--- src/hdl/rfxcb_pkg.sv ---
// Package: register map, reset values and widths of the coefficient bank
package rfxcb_pkg;
    // Register port and coefficient widths, register and coefficient counts
    localparam int unsigned ADDR_W = 7;
    localparam int unsigned DATA_W = 8;
    localparam int unsigned COEF_W = 16;
    localparam int unsigned NUM_REGS = 10;
    localparam int unsigned NUM_COEFS = 5;
    // Page that holds this bank
    localparam logic [7:0] BANK_PAGE = 8'h01;
    // Register numbers on the page
    localparam logic [ADDR_W-1:0] RIGHT_FX_DEN1_HIGH = 7'h27;
    localparam logic [ADDR_W-1:0] RIGHT_FX_DEN1_LOW = 7'h28;
    localparam logic [ADDR_W-1:0] RIGHT_FX_DEN2_HIGH = 7'h29;
    localparam logic [ADDR_W-1:0] RIGHT_FX_DEN2_LOW = 7'h2a;
    localparam logic [ADDR_W-1:0] RIGHT_FX_DEN4_HIGH = 7'h2b;
    localparam logic [ADDR_W-1:0] RIGHT_FX_DEN4_LOW = 7'h2c;
    localparam logic [ADDR_W-1:0] RIGHT_FX_DEN5_HIGH = 7'h2d;
    localparam logic [ADDR_W-1:0] RIGHT_FX_DEN5_LOW = 7'h2e;
    localparam logic [ADDR_W-1:0] RIGHT_DEEMPH_NUM0_HIGH = 7'h2f;
    localparam logic [ADDR_W-1:0] RIGHT_DEEMPH_NUM0_LOW = 7'h30;
    // First and last register of the bank
    localparam logic [ADDR_W-1:0] BANK_FIRST = RIGHT_FX_DEN1_HIGH;
    localparam logic [ADDR_W-1:0] BANK_LAST = RIGHT_DEEMPH_NUM0_LOW;
    // Power-on values, in register order
    localparam logic [DATA_W-1:0] RST_DEN1_HIGH = 8'h7d;
    localparam logic [DATA_W-1:0] RST_DEN1_LOW = 8'h83;
    localparam logic [DATA_W-1:0] RST_DEN2_HIGH = 8'h84;
    localparam logic [DATA_W-1:0] RST_DEN2_LOW = 8'hee;
    localparam logic [DATA_W-1:0] RST_DEN4_HIGH = 8'h7d;
    localparam logic [DATA_W-1:0] RST_DEN4_LOW = 8'h83;
    localparam logic [DATA_W-1:0] RST_DEN5_HIGH = 8'h84;
    localparam logic [DATA_W-1:0] RST_DEN5_LOW = 8'hee;
    localparam logic [DATA_W-1:0] RST_NUM0_HIGH = 8'h39;
    localparam logic [DATA_W-1:0] RST_NUM0_LOW = 8'h55;
    localparam logic [NUM_REGS*DATA_W-1:0] RST_TABLE = {
        RST_NUM0_LOW, RST_NUM0_HIGH, RST_DEN5_LOW, RST_DEN5_HIGH,
        RST_DEN4_LOW, RST_DEN4_HIGH, RST_DEN2_LOW, RST_DEN2_HIGH,
        RST_DEN1_LOW, RST_DEN1_HIGH};
    // Value read from any register outside the bank
    localparam logic [DATA_W-1:0] UNMAPPED_READ = 8'h00;
endpackage

--- src/hdl/rfxcb_byte_reg.sv ---
// One read/write coefficient byte with its power-on value
module rfxcb_byte_reg
    import rfxcb_pkg::*;
#(
    parameter logic [rfxcb_pkg::DATA_W-1:0] RESET_VALUE = 8'h00
)
(
    // Clock and reset
    input wire logic ref_clk,
    input wire logic rst_n,
    input wire logic clk_en,
    // Write strobe and data
    input wire logic wr_en,
    input wire logic [rfxcb_pkg::DATA_W-1:0] wr_data,
    // Stored byte
    output logic [rfxcb_pkg::DATA_W-1:0] value
);
    logic [DATA_W-1:0] value_r;
    logic [DATA_W-1:0] value_nxt;

    // Load on a write, hold otherwise
    always_comb
    begin
        value_nxt = value_r;
        if (wr_en)
        begin
            value_nxt = wr_data;
        end
    end

    // Power-on value under reset; clock enable freezes the byte
    always_ff @(posedge ref_clk or negedge rst_n)
    begin
        if (!rst_n)
        begin
            value_r <= RESET_VALUE;
        end
        else if (clk_en)
        begin
            value_r <= value_nxt;
        end
    end

    assign value = value_r;
endmodule // rfxcb_byte_reg

--- src/hdl/rfxcb_bank.sv ---
// Right-channel effects denominator and de-emphasis zero coefficient bank
module rfxcb_bank
(
    // Clock, reset and clock enable
    input wire logic ref_clk,
    input wire logic rst_n,
    input wire logic clk_en,
    // Control port register access, same clock domain
    input wire logic [7:0] page_sel,
    input wire logic [rfxcb_pkg::ADDR_W-1:0] reg_addr,
    input wire logic reg_wr,
    input wire logic reg_rd,
    input wire logic [rfxcb_pkg::DATA_W-1:0] reg_wdata,
    output logic [rfxcb_pkg::DATA_W-1:0] reg_rdata,
    output logic reg_hit,
    // Coefficients to the filter datapath
    output logic signed [rfxcb_pkg::COEF_W-1:0] effects_denominator_first,
    output logic signed [rfxcb_pkg::COEF_W-1:0] effects_denominator_second,
    output logic signed [rfxcb_pkg::COEF_W-1:0] effects_denominator_fourth,
    output logic signed [rfxcb_pkg::COEF_W-1:0] effects_denominator_fifth,
    output logic signed [rfxcb_pkg::COEF_W-1:0] deemphasis_numerator_zero
);
    import rfxcb_pkg::*;

    localparam int unsigned IDX_W = 4;

    logic [DATA_W-1:0] byte_q [NUM_REGS];
    logic [NUM_REGS-1:0] wr_sel;
    logic in_bank;
    logic [IDX_W-1:0] idx;
    logic [ADDR_W-1:0] addr_off;
    logic [DATA_W-1:0] rdata_r;
    logic [DATA_W-1:0] rdata_nxt;
    logic hit_r;
    logic hit_nxt;
    logic [COEF_W-1:0] coef_r [NUM_COEFS];
    logic [COEF_W-1:0] coef_nxt [NUM_COEFS];

    // Address decode: the bank is one run of consecutive registers
    always_comb
    begin
        addr_off = reg_addr - BANK_FIRST;
        in_bank = (page_sel == BANK_PAGE) && (reg_addr >= BANK_FIRST)
            && (reg_addr <= BANK_LAST);
        idx = addr_off[IDX_W-1:0];
    end

    // One byte register per address, each with its own power-on value
    generate
        for (genvar i = 0; i < NUM_REGS; i++)
        begin : g_byte
            assign wr_sel[i] = reg_wr && in_bank && (idx == IDX_W'(i));
            rfxcb_byte_reg #(
                .RESET_VALUE(RST_TABLE[i*DATA_W +: DATA_W])
            ) u_byte (
                .ref_clk(ref_clk),
                .rst_n(rst_n),
                .clk_en(clk_en),
                .wr_en(wr_sel[i]),
                .wr_data(reg_wdata),
                .value(byte_q[i])
            );
        end
    endgenerate

    // Read mux; outside the bank reads as zero and hit stays low
    always_comb
    begin
        rdata_nxt = rdata_r;
        hit_nxt = 1'b0;
        if (reg_rd || reg_wr)
        begin
            hit_nxt = in_bank;
        end
        if (reg_rd)
        begin
            rdata_nxt = in_bank ? byte_q[idx] : UNMAPPED_READ;
        end
    end

    // Pair bytes: even index is upper, odd index is lower
    always_comb
    begin
        for (int c = 0; c < NUM_COEFS; c++)
        begin
            coef_nxt[c] = {byte_q[2*c], byte_q[2*c+1]};
        end
    end

    // Registered outputs; coefficient lags its bytes by one cycle
    always_ff @(posedge ref_clk or negedge rst_n)
    begin
        if (!rst_n)
        begin
            rdata_r <= UNMAPPED_READ;
            hit_r <= 1'b0;
            coef_r[0] <= {RST_DEN1_HIGH, RST_DEN1_LOW};
            coef_r[1] <= {RST_DEN2_HIGH, RST_DEN2_LOW};
            coef_r[2] <= {RST_DEN4_HIGH, RST_DEN4_LOW};
            coef_r[3] <= {RST_DEN5_HIGH, RST_DEN5_LOW};
            coef_r[4] <= {RST_NUM0_HIGH, RST_NUM0_LOW};
        end
        else if (clk_en)
        begin
            rdata_r <= rdata_nxt;
            hit_r <= hit_nxt;
            coef_r <= coef_nxt;
        end
    end

    // Signed view of each coefficient for the datapath
    assign reg_rdata = rdata_r;
    assign reg_hit = hit_r;
    assign effects_denominator_first = signed'(coef_r[0]);
    assign effects_denominator_second = signed'(coef_r[1]);
    assign effects_denominator_fourth = signed'(coef_r[2]);
    assign effects_denominator_fifth = signed'(coef_r[3]);
    assign deemphasis_numerator_zero = signed'(coef_r[4]);
endmodule // rfxcb_bank

--- config.mk ---
export PLATFORM = sky130hd
export DESIGN_NAME = rfxcb_bank
export DESIGN_NICKNAME = d
export VERILOG_FILES = /design/src/hdl/rfxcb_pkg.sv /design/src/hdl/rfxcb_byte_reg.sv /design/src/hdl/rfxcb_bank.sv
export SDC_FILE = /design/constraint.sdc
export NUM_CORES = 1
export LEC_CHECK = 0
export BUFFER_PORTS_ARGS = -buffer_cell sky130_fd_sc_hd__buf_2
export CORE_ASPECT_RATIO = 0.6
export CORE_MARGIN = 4
export CORE_UTILIZATION = 50
export CTS_CLUSTER_SIZE = 8
export DETAILED_ROUTE_END_ITERATION = 16
export PLACE_DENSITY = 0.69
export SYNTH_ARGS = -nofsm -noshare
export SYNTH_HDL_FRONTEND = slang
export SYNTH_SLANG_ARGS = --single-unit
--- constraint.sdc ---
create_clock -name ref_clk -period 2.5 [get_ports ref_clk]
set_clock_uncertainty 0.15 [all_clocks]
set_input_delay 0.5 -clock ref_clk [delete_from_list [all_inputs] [get_ports ref_clk]]
set_output_delay 0.5 -clock ref_clk [all_outputs]
set_load 0.01 [all_outputs]
==> results of run 1 <==
==> cell families (layout without fill, tap and decap cells) <==
logic type | count (synthesis) | after routing
mux | 185 | 185
flops | 169 | 169
simple gates | 54 | 54
compound gates | 38 | 38
buf+inv | 33 | 184
fa+ha+maj | 4 | 4
xor+xnor | 2 | 2
==> area by class of cell <==
type                    instances  area share
flip-flops and latches        169       0.476
clock inverters                11     0.00948
inverters                       3     0.00151
clock buffers                  21      0.0516
multi-input cells             283       0.335
well taps                     198      0.0272
repair buffers                149      0.0990
==> critical path, cell delays in order <==
cell,delay [ns]
sky130_fd_sc_hd__buf_2,0.09
sky130_fd_sc_hd__or4b_4,0.56
sky130_fd_sc_hd__nor3_4,0.19
sky130_fd_sc_hd__buf_4,0.14
sky130_fd_sc_hd__and3_2,0.19
sky130_fd_sc_hd__o2111ai_2,0.30
sky130_fd_sc_hd__mux2_2,0.37
==> worst min path at each step <==
stage	slack (ns)	end	startpoint
after floorplan	0.05	deemphasis_numerator_zero[10]$_DFFE_PN0P_	rst_n
after global routing	0.35	reg_hit$_DFFE_PN0P_	reg_rd
final	0.32	reg_hit$_DFFE_PN0P_	reg_rd
after CTS	0.31	reg_hit$_DFFE_PN0P_	reg_rd
after global placement	0.32	reg_rdata[1]$_DFFE_PN0P_	reg_rdata[1]$_DFFE_PN0P_
after detailed placement	0.32	reg_rdata[0]$_DFFE_PN0P_	reg_rdata[0]$_DFFE_PN0P_
==> flip-flops by register name, indices dropped and copies added, names as in the netlist <==
| name | flops |
|---|---|
| effects_denominator_first | 16 |
| reg_hit | 1 |
| deemphasis_numerator_zero | 16 |
| g_byte.u_byte.value | 80 |
| effects_denominator_fifth | 16 |
| effects_denominator_fourth | 16 |
| effects_denominator_second | 16 |
| reg_rdata | 8 |
==> stage by stage <==
stage | TNS [ns] | utilization | area, um2
after global placement | -1.50 | 0.584 | 8540
after global routing | 0 | 0.622 | 9110
after floorplan | -2.04 | - | 7590
final | 0 | 0.622 | 9110
after detailed placement | -3.56 | 0.584 | 8540
after CTS | 0 | 0.622 | 9110
==> per-layer routing <==
layer	routed length [um]	vias to the layer above
li1	-	2060
met1	8100	2388
met2	7760	145
met3	1420	11
met4	149	0
met5	0	-
==> layout by cell type, fill, tap and decap left out, types with 3 or more instances in the layout <==
master and count:
sky130_fd_sc_hd__or4_1 7, sky130_fd_sc_hd__ha_1 3, sky130_fd_sc_hd__inv_6 4, sky130_fd_sc_hd__dfrtp_1 85, sky130_fd_sc_hd__o21ai_0 6, sky130_fd_sc_hd__mux4_2 16, sky130_fd_sc_hd__a21oi_1 22, sky130_fd_sc_hd__nand3_4 4
sky130_fd_sc_hd__buf_2 114, sky130_fd_sc_hd__buf_12 5, sky130_fd_sc_hd__clkbuf_8 3, sky130_fd_sc_hd__clkinv_4 3, sky130_fd_sc_hd__a211oi_1 3, sky130_fd_sc_hd__clkbuf_16 17, sky130_fd_sc_hd__mux2_2 144, sky130_fd_sc_hd__dfstp_2 84
sky130_fd_sc_hd__nand3_1 4, sky130_fd_sc_hd__nand2_1 14, sky130_fd_sc_hd__buf_4 28, sky130_fd_sc_hd__mux2_4 24, sky130_fd_sc_hd__nor2_1 4
==> report_power, final <==
| group | internal, mW | switching [mW] | total (mW) |
|---|---|---|---|
| sequential | 2.74 | 0.000682 | 2.74 |
| clock | 1.37 | 1.09 | 2.46 |
| combinational | 0.115 | 0.201 | 0.316 |
| total | 4.22 | 1.30 | 5.52 |
==> qor_table.md, run 1 <==
| Result | Value |
| --- | --- |
| Max-cap violations | 0 |
| Total inserted antenna cells | 0 |
| Worst skew pair latency | 0.42 ns |
| Multi-input logic area | 0.00305 mm2 |
| Number of fillers in the final layout | 1096 |
| Busiest metal layer after global routing | met1 |
| Post-Route Hold Slack | 0.319 ns |
| Total die area | 0.0172 mm2 |
| Layout overhead on the synthesized area | 20.9% |
| Clock root buffer | sky130_fd_sc_hd__clkbuf_16 |
| Synth Area per Inst | 15.5 um2 |
| Effective utilization at floorplan | 0.515 |
| Buffer levels on the longest clock path | 2 |
| Detailed router's first-iteration violation count | 242 |
| Total of warnings raised by yosys | 0 |
| Kind of start point of the critical path | input pin |
| Wire length of the first global-routing pass | 27800 um |
| Mapped Cells | 485 |
| Post-synthesis net count | 517 |
| GR Layer Usage met1 | 0.312 |
| Final critical-path required period | 2.20 ns |
| Area of the core | 0.0146 mm2 |
| Worst path setup slack after routing | 0.303 ns |
| Total Nets Final | 655 |
| Chip width | 166 um |
| Startpoint of the worst setup timing path | page_sel[1] |
| Hold Path Depth | 4 |
| Cell Count Post-Placement | 801 |
| Vias in the first global route | 4716 |
| Total power per unit cell area | 606 mW/mm2 |
| Final Wtd Congestion | 0.896 |
| Portion of the post-synthesis area used by sequential elements | 0.575 |
| Global-route track usage on met3 | 0.0602 |
| R2r setup slk | 0.69 ns |
| Setup repair after global routing missed its margin | no |
| Dominant cell by count in the synthesized netlist | sky130_fd_sc_hd__mux2_2 |
| Number of standard-cell rows in the floorplan | 34 |
| Area fraction in compound gates after synthesis | 0.0306 |
| Post-synthesis async set-or-reset flop share | 1.00 |
| Clock transition at the register clock pins on the worst setup and hold paths after CTS | 0.06 ns |
| Largest net degree at the start of global routing | 85 |
| Clk sink count | 169 |
| Main combinational cell family by area after synthesis | multiplexers |
| Data required, critical path | 2.65 ns |
| Routed Wire Length | 17400 um |
| Start-to-end type of the worst setup path | input pin to register |
| Maximum level of the CTS H-tree | 4 |
| Startpoint of the lowest-slack register-to-register path | g_byte[3].u_byte.value[2]$_DFFE_PN1P_ |
| Arrival time of the worst setup path | 2.35 ns |
| Total CTS buffers | 17 |
| Cts-stage hold buffer count | 1 |
| Min-Delay Path Class | input pin to register |
| Total routing resource utilization after global routing | 0.212 |
| Initial antenna violation count | 0 |
| Via count | 4604 |
| Final Max Tran Viols | 0 |
| Number of nets with antenna violations after routing | 0 |
| Power, Total | 5.52 mW |
| Portion of synthesized cell area occupied by the leading cell type | 0.293 |
| Simple-gate share of the synthesized area | 0.0503 |
| Library cell occupying the most area in the post-synthesis netlist | sky130_fd_sc_hd__dfstp_2 |
| Per-cell routed wire length | 20.9 um |
| RR Endpoint | reg_rdata[2]$_DFFE_PN0P_ |
| Number of cell instances on the worst register-to-register path | 4 |
| Number of top-level design ports | 117 |
| Total of endpoints with negative setup slack in the final report | 0 |
| Cell Area, Synth | 0.00753 mm2 |
| Multiplexer share of the synthesized area | 0.312 |
| Number of endpoints with negative hold slack in the final report | 0 |
| Leading post-synthesis cells by cell area | sky130_fd_sc_hd__dfstp_2, sky130_fd_sc_hd__dfrtp_1, sky130_fd_sc_hd__mux2_2 |
| Number of library cell types mapped by synthesis | 46 |
| Relative slew slack | 0.512 |
| First drt pass iteration count | 4 |
| Number of design rule violations left after detail routing | 0 |
| Vertical die dimension | 103 um |
| Finished Layout Cells | 834 |
| Critical Path End | g_byte[0].u_byte.value[7]$_DFFE_PN0P_ |
| Met2 capacity usage during global routing | 0.311 |
| Xor/xnor cell area share of the yosys netlist | 0.00233 |
| Cts repair resizes | 0 |
| Leakage dissipation | 4.43 nW |
| Max rail drop VDD | 0.485 mV |
| Post-synthesis share of cell area spent on full adders, half adders and majority gates | 0.00664 |
| Clock tree from TritonCTS | yes |
| Worst-margin pin slew | 0.727 ns |
| Overflow left after global routing | 0 |
| Post-synth top cells | sky130_fd_sc_hd__mux2_2, sky130_fd_sc_hd__dfrtp_1, sky130_fd_sc_hd__dfstp_2 |
| Number of enable flip-flop cells after synthesis | 0 |
| Main flop type after synthesis | sky130_fd_sc_hd__dfrtp_1 |
| Pre-CTS worst setup slack | -0.116 ns |
| Maximum achievable frequency | 0.455 GHz |
| # port buffers | 116 |
| Flops & latches, synth | 169 |
| Area taken by flip-flops and latches | 0.00433 mm2 |
| Vias/cell | 5.52 |
| Setup fix buffers added after clock tree synthesis | 0 |
| Detailed-placement wirelength estimate | 12600 um |
| Status | finished clean |
| Setup crit end kind | register |
| Ratio of cells with drive above 1 in the final layout | 0.736 |
| Ratio of final minimum period to clock period | 0.879 |
| Crit-path max FO | 8 |
No activity file was read; power rests on OpenSTA's default activity.
==> run 2, diff against run 1 <==
- CTS_BUF_LIST: default -> sky130_fd_sc_hd__clkbuf_8 sky130_fd_sc_hd__clkbuf_16
- RECOVER_POWER: default -> 100
==> qor_table.md, run 2 (synthesis results as in run 1) <==
| Result | Value | vs previous |
| --- | --- | --- |
| Overflow left after global routing | 0 | unchanged |
| Critical Path, Cell by Cell | buf_2 > or4b_4 > nor3_4 > and4_1 > and3b_1 > clkbuf_2 > mux2_1 | was buf_2 > or4b_4 > nor3_4 > buf_4 > and3_2 > o2111ai_2 > mux2_2 |
| Clock transition at the register clock pins on the worst setup and hold paths after CTS | 0.06 ns | about the same |
| Total inserted antenna cells | 0 | unchanged |
| Clock tree from TritonCTS | yes | unchanged |
| Crit-path max FO | 8 | unchanged |
| Vertical die dimension | 103 um | unchanged |
| Arrival time of the worst setup path | 2.46 ns | was 2.35 ns |
| Kind of start point of the critical path | input pin | unchanged |
| Max-cap violations | 0 | unchanged |
| Total Nets Final | 655 | unchanged |
| Detailed-placement wirelength estimate | 12600 um | unchanged |
| R2r setup slk | 0.69 ns | about the same |
| Buffer levels on the longest clock path | 2 | unchanged |
| Min-Delay Path Class | input pin to register | unchanged |
| Post-Route Hold Slack | 0.319 ns | about the same |
| Final Max Tran Viols | 0 | unchanged |
| Relative slew slack | 0.447 | was 0.512 |
| Worst Hold End | reg_hit$_DFFE_PN0P_ | unchanged |
| Total power per unit cell area | 620 mW/mm2 | was 606 mW/mm2 |
| Area of the core | 0.0146 mm2 | unchanged |
| Number of design rule violations left after detail routing | 0 | unchanged |
| Number of cell instances on the worst register-to-register path | 4 | unchanged |
| Ratio of final minimum period to clock period | 0.930 | was 0.879 |
| Detailed router's first-iteration violation count | 197 | was 242 |
| Maximum level of the CTS H-tree | 4 | unchanged |
| Most common cell after layout, fill and taps aside | sky130_fd_sc_hd__mux2_2 | unchanged |
| Total die area | 0.0172 mm2 | unchanged |
| Worst-margin pin slew | 0.829 ns | was 0.727 ns |
| Wire length of the first global-routing pass | 27800 um | unchanged |
| Start-to-end type of the worst setup path | input pin to register | unchanged |
| Final design area excluding fillers | 0.00887 mm2 | was 0.00911 mm2 |
| Hold Path Depth | 4 | unchanged |
| Data required, critical path | 2.64 ns | was 2.65 ns |
| Slowest cell delay on critical path | 0.56 ns | about the same |
| Max rail drop VDD | 0.483 mV | was 0.485 mV |
| Total of endpoints with negative setup slack in the final report | 0 | unchanged |
| Number of nets with antenna violations after routing | 0 | unchanged |
| Effective utilization at floorplan | 0.515 | unchanged |
| Power, Total | 5.50 mW | was 5.52 mW |
| Clock root buffer | sky130_fd_sc_hd__clkbuf_16 | unchanged |
| Per-cell routed wire length | 20.9 um | about the same |
| Ratio of cells with drive above 1 in the final layout | 0.563 | was 0.736 |
| Highest-count cells in the layout ignoring fill and taps | sky130_fd_sc_hd__mux2_2, sky130_fd_sc_hd__dfrtp_1, sky130_fd_sc_hd__clkbuf_1, sky130_fd_sc_hd__dfstp_2, sky130_fd_sc_hd__buf_2 | was sky130_fd_sc_hd__mux2_2, sky130_fd_sc_hd__buf_2, sky130_fd_sc_hd__dfrtp_1, sky130_fd_sc_hd__dfstp_2, sky130_fd_sc_hd__buf_4 |
| Number of top-level design ports | 117 | unchanged |
| Number of standard-cell rows in the floorplan | 34 | unchanged |
| Status | finished clean | unchanged |
| # port buffers | 116 | unchanged |
| Total routing resource utilization after global routing | 0.212 | unchanged |
| Total CTS buffers | 17 | unchanged |
| Final Wtd Congestion | 0.896 | unchanged |
| Cell with the largest stage delay on the worst path | sky130_fd_sc_hd__or4b_4 | unchanged |
| Setup crit end kind | register | unchanged |
| Largest net degree at the start of global routing | 85 | unchanged |
| Maximum achievable frequency | 0.430 GHz | was 0.455 GHz |
| Worst skew pair latency | 0.42 ns | about the same |
| Routed Wire Length | 17400 um | about the same |
| RR Endpoint | reg_rdata[2]$_DFFE_PN0P_ | unchanged |
| Final critical-path required period | 2.32 ns | was 2.20 ns |
| Number of endpoints with negative hold slack in the final report | 0 | unchanged |
| Vias/cell | 5.51 | was 5.52 |
| Startpoint of the lowest-slack register-to-register path | g_byte[3].u_byte.value[2]$_DFFE_PN1P_ | unchanged |
| Via count | 4592 | was 4604 |
| Initial antenna violation count | 0 | unchanged |
| Leakage dissipation | 4.06 nW | was 4.43 nW |
| Chip width | 166 um | unchanged |
| First drt pass iteration count | 4 | unchanged |
| Setup repair after global routing missed its margin | no | unchanged |
| Layout overhead on the synthesized area | 17.8% | was 20.9% |
| Clk sink count | 169 | unchanged |
| Instance area after placement | 0.00854 mm2 | unchanged |
| Max FFs per register | 80 | unchanged |
| Vias in the first global route | 4716 | unchanged |
| Beginning of the worst hold path | reg_rd | unchanged |
| Number of fillers in the final layout | 1161 | was 1096 |
## run 2: changes by cell type in the layout (fill, tap and decap cells not counted), moves of 4 or more
| cell | delta |
|---|---|
| sky130_fd_sc_hd__clkbuf_1 | +83 |
| sky130_fd_sc_hd__buf_4 | -4 |
| sky130_fd_sc_hd__dfstp_2 | -7 |
| sky130_fd_sc_hd__clkbuf_2 | +4 |
| sky130_fd_sc_hd__mux2_1 | +18 |
| sky130_fd_sc_hd__buf_2 | -82 |
| sky130_fd_sc_hd__mux2_4 | -18 |
| sky130_fd_sc_hd__dfstp_1 | +7 |
## run 2: per-layer routing
metal	vias up	wire [um]	track usage	part of all wire
li1	2061	-	-	-
met1	2378	8330	0.312	0.48
met2	140	7670	0.311	0.44
met3	13	1260	0.0602	0.072
met4	0	179	0.0572	0.010
met5	-	0	0	0
## run 2: cell type report
cell class / count / area, um2 / area share
well taps: 198 / 248 / 0.0279
clock buffers: 20 / 467 / 0.0526
clock inverters: 12 / 90.1 / 0.0102
multi-input cells: 283 / 2980 / 0.336
flip-flops and latches: 169 / 4330 / 0.488
repair buffers: 149 / 744 / 0.0839
inverters: 3 / 13.8 / 0.00155
## run 2: critical path, delay by kind of cell
family	cells	cell delay, ns
buffers and inverters	2	0.37
multiplexers	1	0.36
AND/OR/NAND/NOR	4	1.22
## run 2: how the worst max path moves through the flow
stage | cells past startpoint | slack (ns) | from | end
global route | 7 | 0.11 | page_sel[1] | reg_rdata[2]$_DFFE_PN0P_
floorplan | 11 | -0.11 | reg_addr[0] | g_byte[9].u_byte.value[1]$_DFFE_PN0P_
finish | 7 | 0.18 | page_sel[1] | g_byte[9].u_byte.value[1]$_DFFE_PN0P_
CTS | 7 | 0.32 | page_sel[1] | g_byte[9].u_byte.value[7]$_DFFE_PN0P_
detailed placement | 7 | -0.12 | page_sel[1] | g_byte[0].u_byte.value[7]$_DFFE_PN0P_
global placement | 7 | -0.07 | page_sel[1] | g_byte[0].u_byte.value[1]$_DFFE_PN0P_
## run 2: timing repair
action | in CTS | in global routing
setup endpoints to repair | 0 | 0
hold endpoints to repair | 27 | 0
gates resized for setup | 0 | 0
buffers inserted | 0 | 0
hold buffers | 1 | 0
## run 2: per-stage QoR
| step | setup slack (ns) | util | TNS (ns) | instances |
|---|---|---|---|---|
| floorplan | -0.110 | - | -2.04 | 485 |
| global placement | -0.0676 | 0.584 | -1.50 | 801 |
| detailed placement | -0.116 | 0.584 | -3.56 | 801 |
| CTS | 0.319 | 0.622 | 0 | 834 |
| global route | 0.107 | 0.606 | 0 | 834 |
| finish | 0.176 | 0.606 | 0 | 834 |
## run 2: where the power goes
group	internal (mW)	total (mW)	leakage, nW	switching, mW
Combinational	0.108	0.307	1.73	0.199
Sequential	2.74	2.74	2.06	0.000696
Clock	1.36	2.45	0.275	1.09
Total	4.21	5.50	4.06	1.29
==> run 3, diff against run 2 <==
- CTS_BUF_LIST: sky130_fd_sc_hd__clkbuf_8 sky130_fd_sc_hd__clkbuf_16 -> sky130_fd_sc_hd__clkbuf_2
==> qor_table.md, run 3 (synthesis results as in run 1) <==
| Result | Value | vs previous |
| --- | --- | --- |
| Most common cell after layout, fill and taps aside | sky130_fd_sc_hd__mux2_2 | unchanged |
| Max FFs per register | 80 | unchanged |
| Chip width | 166 um | unchanged |
| Vias/cell | 5.46 | was 5.51 |
| Routed Wire Length | 17500 um | was 17400 um |
| Total Nets Final | 657 | was 655 |
| Detailed-placement wirelength estimate | 12600 um | unchanged |
| Final Max Tran Viols | 0 | unchanged |
| Arrival time of the worst setup path | 2.71 ns | was 2.46 ns |
| Worst path setup slack after routing | 0.254 ns | was 0.176 ns |
| Layout overhead on the synthesized area | 12.8% | was 17.8% |
| Maximum level of the CTS H-tree | 4 | unchanged |
| Wire length of the first global-routing pass | 27500 um | was 27800 um |
| Highest-count cells in the layout ignoring fill and taps | sky130_fd_sc_hd__mux2_2, sky130_fd_sc_hd__dfrtp_1, sky130_fd_sc_hd__clkbuf_1, sky130_fd_sc_hd__dfstp_1, sky130_fd_sc_hd__dfstp_2 | was sky130_fd_sc_hd__mux2_2, sky130_fd_sc_hd__dfrtp_1, sky130_fd_sc_hd__clkbuf_1, sky130_fd_sc_hd__dfstp_2, sky130_fd_sc_hd__buf_2 |
| Buffer levels on the longest clock path | 2 | unchanged |
| Crit-path max FO | 18 | was 8 |
| Final critical-path required period | 2.25 ns | was 2.32 ns |
| Ratio of final minimum period to clock period | 0.898 | was 0.930 |
| Max rail drop VDD | 0.283 mV | was 0.483 mV |
| Largest net degree at the start of global routing | 85 | unchanged |
| Total inserted antenna cells | 0 | unchanged |
| Clock transition at the register clock pins on the worst setup and hold paths after CTS | 0.22 ns | was 0.06 ns |
| Final Wtd Congestion | 0.896 | unchanged |
| Cell with the largest stage delay on the worst path | sky130_fd_sc_hd__ha_1 | was sky130_fd_sc_hd__or4b_4 |
| Critical Path, Cell by Cell | clkbuf_1 > inv_1 > ha_1 > mux4_2 > a21oi_1 > or4_1 > o21ai_0 | was buf_2 > or4b_4 > nor3_4 > and4_1 > and3b_1 > clkbuf_2 > mux2_1 |
| Setup repair after global routing missed its margin | no | unchanged |
| Via count | 4564 | was 4592 |
| Maximum achievable frequency | 0.445 GHz | was 0.430 GHz |
| Total power per unit cell area | 504 mW/mm2 | was 620 mW/mm2 |
| Number of design rule violations left after detail routing | 0 | unchanged |
| Overflow left after global routing | 0 | unchanged |
| Max-cap violations | 0 | unchanged |
| Instance area after placement | 0.00854 mm2 | unchanged |
| Area of the core | 0.0146 mm2 | unchanged |
| Detailed router's first-iteration violation count | 248 | was 197 |
| Initial antenna violation count | 0 | unchanged |
| Slowest cell delay on critical path | 0.87 ns | was 0.56 ns |
| Clock root buffer | sky130_fd_sc_hd__clkbuf_2 | was sky130_fd_sc_hd__clkbuf_16 |
| Vertical die dimension | 103 um | unchanged |
| Total CTS buffers | 17 | unchanged |
| # port buffers | 116 | unchanged |
| Total of endpoints with negative setup slack in the final report | 0 | unchanged |
| Worst skew pair latency | 0.72 ns | was 0.42 ns |
| Number of nets with antenna violations after routing | 0 | unchanged |
| Start-to-end type of the worst setup path | input pin to register | unchanged |
| Effective utilization at floorplan | 0.515 | unchanged |
| Worst-margin pin slew | 1.46 ns | was 0.829 ns |
| Clk sink count | 169 | unchanged |
| Relative slew slack | 0.0262 | was 0.447 |
| Number of standard-cell rows in the floorplan | 34 | unchanged |
| Total routing resource utilization after global routing | 0.210 | was 0.212 |
| Setup crit end kind | register | unchanged |
| Pre-CTS worst setup slack | -0.116 ns | unchanged |
| Leakage dissipation | 3.92 nW | was 4.06 nW |
| Status | finished clean | unchanged |
| Number of endpoints with negative hold slack in the final report | 0 | unchanged |
| Final design area excluding fillers | 0.00850 mm2 | was 0.00887 mm2 |
| Number of top-level design ports | 117 | unchanged |
| Clock tree from TritonCTS | yes | unchanged |
| Data required, critical path | 2.96 ns | was 2.64 ns |
| Setup fix buffers added after clock tree synthesis | 0 | unchanged |
| Kind of start point of the critical path | input pin | unchanged |
| First drt pass iteration count | 4 | unchanged |
| Vias in the first global route | 4727 | was 4716 |
| Ratio of cells with drive above 1 in the final layout | 0.480 | was 0.563 |
| Total die area | 0.0172 mm2 | unchanged |
| Per-cell routed wire length | 20.9 um | about the same |
| Min-Delay Path Class | input pin to register | unchanged |
==> run 3: cell types whose count changed in the layout (fill, tap and decap cells not counted), sizes merged <==
cell         change
inv              -1
clkbuf           -4
dlygate4sd3      +2
buf              +2
clkinv           +3
==> run 3: layout make-up <==
type | count | area [um2]
repair buffers | 151 | 785
flip-flops and latches | 169 | 4330
inverters | 3 | 13.8
well taps | 198 | 248
clock buffers | 18 | 90.1
multi-input cells | 283 | 2930
clock inverters | 14 | 97.6
fillers | 1216 | 6130
==> run 3: critical path: cells and delay by family <==
kind	cells	cell delay, ns
and+or+nand+nor	1	0.51
muxes	1	0.37
adders and majority gates	1	0.87
AOI/OAI and AO/OA	2	0.22
buffers and inverters	2	0.24
==> run 3: metrics by stage <==
step	total power, mW	utilization	TNS, ns	cells	hold slack [ns]
finish	4.29	0.581	0	836	0.0718
global route	4.48	0.581	0	836	-0.00421
CTS	4.35	0.599	0	836	0.0196
detailed placement	3.11	0.584	-3.56	801	0.324
global placement	3.10	0.584	-1.50	801	0.322
floorplan	2.95	-	-2.04	485	0.0544
==> run 3: where the power goes <==
part	internal [mW]	switching [mW]	leakage (nW)
Clock	0.267	0.968	0.118
Combinational	0.111	0.198	1.74
Sequential	2.74	0.000689	2.07
==> run 3: final timing paths <==
path,start,slack (ns),to,cells after the start
setup / recovery,reg_addr[1],0.25,reg_rdata[2]$_DFFE_PN0P_,7
hold / removal,reg_wdata[5],0.07,g_byte[9].u_byte.value[5]$_DFFE_PN0P_,2
setup reg to reg,g_byte[3].u_byte.value[2]$_DFFE_PN1P_,0.55,reg_rdata[2]$_DFFE_PN0P_,4
hold reg to reg,g_byte[9].u_byte.value[7]$_DFFE_PN0P_,0.37,deemphasis_numerator_zero[7]$_DFFE_PN0P_,1
max in group asynchronous,rst_n,0.46,deemphasis_numerator_zero[13]$_DFFE_PN1P_,3
min in group asynchronous,rst_n,0.47,deemphasis_numerator_zero[3]$_DFFE_PN0P_,2
==> run 3: what timing repair did <==
item	in CTS	in global routing
hold buffers	3	0
resized for setup	0	0
hold endpoints to repair	94	0
==> run 3: metal layers <==
| metal | part of all wire | vias to the layer above | routed length (um) | GRT usage |
|---|---|---|---|---|
| met4 | 0.010 | 0 | 182 | 0.0591 |
| met1 | 0.48 | 2361 | 8370 | 0.309 |
| li1 | - | 2053 | - | - |
| met3 | 0.073 | 13 | 1270 | 0.0602 |
| met2 | 0.44 | 137 | 7640 | 0.306 |
| met5 | 0 | - | 0 | 0 |
